## src/logic/bus_state_regs.vh

```
// Register offsets, field positions, reset values and status codes of the bus state reporter.
// Assumes an 8-bit processor I/O space with 16-bit addresses.
`ifndef BUS_STATE_REGS_VH
`define BUS_STATE_REGS_VH
`define STATUS_ADDR 16'h00CC
`define STATUS_RESET 8'hF8
`define STATUS_CODE_HI 7
`define STATUS_CODE_LO 3
`define CODE_IDLE 5'h1F
`define CODE_BUS_ERROR 5'h00
`define CODE_NUM_DEFINED 6'h1C
`define CODE_LAST_DEFINED 5'h1B
`define DIVIDER_RESET 8'h00
`define DIVIDER_RSVD_BIT 7
`endif

```

## src/logic/bus_state_status.v

```verilog
// Status reporting part of the two-wire bus controller: status byte and service request flag.
// Assumes the byte engine pulses state_enter with a code, and software sees I/O reads/writes.
`include "bus_state_regs.vh"
// Notes on behaviour
// - The status byte carries the five-bit state code in bits 7:3 and reads zero in bits 2:0.
// - Reads at address 00CCh return the status byte while writes there load the clock divider.
// - Twenty-nine code values exist, idle plus twenty-eight defined controller states.
// - While the idle code stands no interrupt is raised and the flag stays clear.
// - Entering a defined state loads its code and sets the service request flag.
// - Clearing the service request flag returns the status byte to F8h.
// - Each state's byte value is its code times eight, bus error being 00h.
// - An illegal bus condition enters bus error; stop plus flag clear returns to idle silently.
// - A flag value of one means set and zero means not set.
module bus_state_status (
	// Clock and reset
	input wire clk_sys,
	input wire rst_n,
	// Processor I/O access
	input wire [15:0] io_addr,
	input wire io_rd,
	input wire io_wr,
	input wire [7:0] io_wdata,
	output reg [7:0] io_rdata,
	output wire io_rd_hit,
	// Byte engine side
	input wire state_enter,
	input wire [4:0] state_code,
	input wire bus_illegal,
	// Control register side
	input wire flag_clear,
	input wire stop_request_bit,
	output wire service_request_flag,
	output wire irq,
	output wire stop_suppress,
	// Clock divider register contents
	output wire [7:0] clock_divider_register
);
	reg [4:0] code_r;
	reg [4:0] code_nxt;
	reg flag_r;
	reg flag_nxt;
	reg [7:0] div_r;
	reg stop_sup_r;
	wire enter_ok;
	wire sel;

	status_code_check u_check (
		.code(state_code),
		.defined(enter_ok)
	);

	assign sel = (io_addr == `STATUS_ADDR);
	assign io_rd_hit = sel & io_rd;

	function [7:0] status_byte;
		input [4:0] c;
		begin
			status_byte = {c, 3'b000};
		end
	endfunction

	always @* begin
		code_nxt = code_r;
		flag_nxt = flag_r;
		if (flag_clear) begin
			code_nxt = `CODE_IDLE;
			flag_nxt = 1'b0;
		end
		// A state entered in the cycle of the clear wins over the clear.
		if (bus_illegal) begin
			code_nxt = `CODE_BUS_ERROR;
			flag_nxt = 1'b1;
		end else if (state_enter && enter_ok) begin
			code_nxt = state_code;
			flag_nxt = 1'b1;
		end
	end

	always @(posedge clk_sys) begin
		if (!rst_n) begin
			code_r <= `CODE_IDLE;
			flag_r <= 1'b0;
			div_r <= `DIVIDER_RESET;
			stop_sup_r <= 1'b0;
			io_rdata <= 8'h00;
		end else begin
			code_r <= code_nxt;
			flag_r <= flag_nxt;
			if (sel && io_wr) begin
				div_r <= {1'b0, io_wdata[`DIVIDER_RSVD_BIT-1:0]};
			end
			// Leaving bus error via stop and flag clear must not drive a stop on the bus.
			if (flag_clear && stop_request_bit && code_r == `CODE_BUS_ERROR) begin
				stop_sup_r <= 1'b1;
			end else if (state_enter || bus_illegal) begin
				stop_sup_r <= 1'b0;
			end
			if (sel && io_rd) begin
				io_rdata <= status_byte(code_r);
			end
		end
	end

	assign service_request_flag = flag_r;
	assign irq = flag_r & (code_r != `CODE_IDLE);
	assign stop_suppress = stop_sup_r;
	assign clock_divider_register = div_r;
endmodule

```

## src/logic/status_code_check.v

```verilog
// Classifies a 5-bit state code as one of the defined controller states.
// Assumes codes are state numbers, the status byte holding the code times eight.
`include "bus_state_regs.vh"
module status_code_check (
	// Code under test
	input wire [4:0] code,
	// Result
	output wire defined
);
	// Codes 00h to 1Bh (bytes 00h to D8h) are defined; 1Fh is idle; others do not exist.
	assign defined = (code <= `CODE_LAST_DEFINED);
endmodule

```

## config.mk

```make
export PLATFORM = sky130hd
export DESIGN_NAME = bus_state_status
export DESIGN_NICKNAME = d
export VERILOG_FILES = /design/src/logic/bus_state_status.v /design/src/logic/status_code_check.v
export VERILOG_INCLUDE_DIRS = /design/src /design/src/logic
export SDC_FILE = /design/constraint.sdc
export NUM_CORES = 1
export LEC_CHECK = 0
export ABC_AREA = 0
export ABC_CLOCK_PERIOD_IN_PS = 2400
export BUFFER_PORTS_ARGS = -buffer_cell sky130_fd_sc_hd__buf_2
export CAP_MARGIN = 0
export CELL_PAD_IN_SITES_DETAIL_PLACEMENT = 1
export CELL_PAD_IN_SITES_GLOBAL_PLACEMENT = 1
export CORE_MARGIN = 2
export CORE_UTILIZATION = 30
export DETAILED_ROUTE_END_ITERATION = 8
export PLACE_DENSITY = 0.89
export SLEW_MARGIN = 20
export SYNTH_ARGS = -nofsm -noshare
export SYNTH_HDL_FRONTEND = slang
export SYNTH_HIERARCHICAL = 1
export SYNTH_SLANG_ARGS = --single-unit
```

## constraint.sdc

```tcl
create_clock -name clk_sys -period 2.4 [get_ports clk_sys]
set_clock_uncertainty 0.1 [all_clocks]
set_input_delay 0.24 -clock clk_sys [delete_from_list [all_inputs] [get_ports clk_sys]]
set_output_delay 0.24 -clock clk_sys [all_outputs]
set_load 0.02 [all_outputs]
```

==> results.yml <==
cells_and_area:
  drive_gt1_share_pct: 37.1
  fillers: 366
  multi_input_area_um2: 457
  utilization_pct: 42.2
  diodes: 0
  nets: 197
  register_area_um2: 380
  final-instance-count-excl-fill: 190
  area_delta_synth_final_pct: 31.2
placed_design:
  gp_congestion: 0.721
  dp.cells: 186
  portBuffers: 51
  dp_hpwl_um: 2060
floorplanning:
  die_h_um: 58.6
  io_pins: 57
  initial_core_util_pct: 32.1
  core-area_um2: 2780
  rows: 19
  die_area_um2: 3430
  chipWidth_um: 58.6
drt:
  finalWirelength_um: 2560
  drt_pass1_iterations: 4
  postRouteAntennaNets: 0
  vias: 955
  drc_errors: 0
  vias_per_cell: 5.03
  routedWlPerCell_um: 13.5
  drt_iter0_drc: 30
global_route:
  antenna_found_initial: 0
  grt.total_usage_pct: 14.9
  grt_pass1_vias: 919
  grt_max_degree: 21
  grt_overflow_total: 0
  grt_pass1_wl_um: 3930
clock_network:
  cts_tree: "done"
  clk_pin_slew_ns: 0.10
  cts_htree_levels: 1
  numCtsBuffers: 3
  ctsResizeCount: 0
  hold_buffers: 0
  cts_root_buf: "clkbuf_4"
  clk_latency_ns: 0.29
  post_cts_buffers: 0
  clockBufferDepth: 2
  cts.sinks: 19
outcome:
  status: "completed"
worst_setup_path:
  rr_endpoint: "code_r[0]"
  worstSetupEndpoint: "io_rd_hit"
  crit_path_start_kind: "input port"
  startpoint: "io_addr[10]"
  worst-path-max-fanout: 7
  worst_r2r_path_depth: 4
  critPathRequiredTime_ns: 2.06
  path_class: "input port to output port"
  crit_arrival_ns: 1.44
  r2r_start: "code_r[0]"
  ff2ff_setup_slack_ns: 1.42
  critPathCaptureType: "output port"
timing:
  hold_violations: 0
  timing.final.crit_share_pct: 74.2
  maxSlewViolCount: 0
  layout_min_cycle_time_ns: 1.78
  finalSetupViolations: 0
  rsz0062_at_grt: "no"
  max_freq_ghz: 0.561
  setup-tns-final_ns: 0
yosys:
  netlist-cell-type-count: 20
  ys_seq_area_share_pct: 42.6
  yosys_warnings: 6
  synthCells: 109
  async_flop_share_pct: 0
  ys_seq_elements: 19
  synthFlopType: "dfxtp_1"
  syn_avg_cell_area_um2: 8.20
  syn_area_um2: 893
  synth-edff-count: 0
power:
  power.density_nw_per_um2: 488
  vdd_drop_max_mv: 0.302
  p_leak_nw: 0.597
  power.total_mw: 0.572
job:
  drv_cap: 0
min_path:
  holdCritPathClass: "input port to register"
[through the flow]
step	instance area [um^2]	hold slack [ns]	setup WS (ns)
CTS	1170	0.0715	0.609
global placement	1150	0.342	0.627
detailed placement	1150	0.357	0.615
floorplan	905	0.251	1.00
finish	1170	0.0795	0.619
global route	1170	0.0941	0.555
[layout make-up]
| cell class | count | area share, % |
|---|---|---|
| inverter | 4 | 1.28 |
| sequential | 19 | 32.4 |
| multi-input combinational | 81 | 39.0 |
| timing repair buffer | 51 | 21.8 |
| clock buffer | 4 | 2.24 |
| tap | 31 | 3.31 |
[Yosys cell counts, types with 2 or more instances]
cell type	number	area (um^2)
clkbuf_1	3	11.3
nand3_1	7	35.0
a21oi_1	8	40.0
nand2_1	23	86.3
o21ai_0	15	75.1
nor4b_2	2	30.0
inv_1	4	15.0
nand4_1	2	12.5
nor2_1	7	26.3
mux2i_1	7	70.1
buf_4	4	30.0
dfxtp_1	19	380
[power by group]
group          total [mW]  internal, mW  switching, mW
registers           0.331         0.323        0.00770
clock network       0.161        0.0647         0.0964
logic              0.0806        0.0343         0.0463
total               0.572         0.422          0.150
[cell families (layout without fill, tap and decap cells)]
kind of cell / count (synthesis) / after routing / synth area share (%)
simple gates: 46 / 46 / 27.9
mux: 7 / 7 / 7.84
compound gates: 24 / 24 / 13.7
buf+inv: 12 / 59 / 7.56
other cells: 1 / 4 / 0.420
flops: 19 / 19 / 42.6
[registers in the layout, indices dropped and copies added (netlist names)]
name,count
stop_suppress,1
clock_divider_register,7
io_rdata,5
code_r,5
service_request_flag,1
[routing by layer]
metal / part of all wire (%) / up-vias / wire [um] / global-route usage (%)
met3: 9.0 / 4 / 229 / 3.30
met2: 52 / 41 / 1340 / 27.4
met4: 1.3 / 0 / 32 / 5.84
met5: 0 / - / 0 / 0
li1: - / 466 / - / -
met1: 37 / 444 / 954 / 16.6
[how the worst min path moves through the flow]
stage                               from                        end  slack [ns]  cells after the start
2_1_floorplan                bus_illegal                  code_r[0]        0.25                      1
3_3_place_gp   clock_divider_register[1]  clock_divider_register[1]        0.34                      2
3_5_place_dp   clock_divider_register[0]  clock_divider_register[0]        0.36                      2
4_1_cts                      io_wdata[0]  clock_divider_register[0]        0.07                      3
5_1_grt                      io_wdata[2]  clock_divider_register[2]        0.09                      3
6_report                     io_wdata[0]  clock_divider_register[0]        0.08                      3
[critical path: stages]
cell,delay [ns]
buf_2,0.10
nor4_2,0.31
and4_1,0.48
nand2_1,0.10
inv_1,0.06
buf_2,0.15
[placed cells by master, fill, tap and decap left out, drive strengths merged]
| master | Yosys | final |
|---|---|---|
| nand2 | 24 | 24 |
| buf | 5 | 51 |
| nor2 | 7 | 7 |
| nor3 | 1 | 1 |
| dfxtp | 19 | 19 |
| conb | 1 | 4 |
| inv | 4 | 4 |
| o21ai | 15 | 15 |
| nor4b | 2 | 2 |
| clkbuf | 3 | 4 |
| o21a | 1 | 1 |
| mux2i | 7 | 7 |
| nor4 | 1 | 1 |
| nand3 | 7 | 7 |
| and4 | 1 | 1 |
| nand4 | 2 | 2 |
| a21oi | 8 | 8 |
| and4bb | 1 | 1 |
No activity file was read; power rests on OpenSTA's default activity.
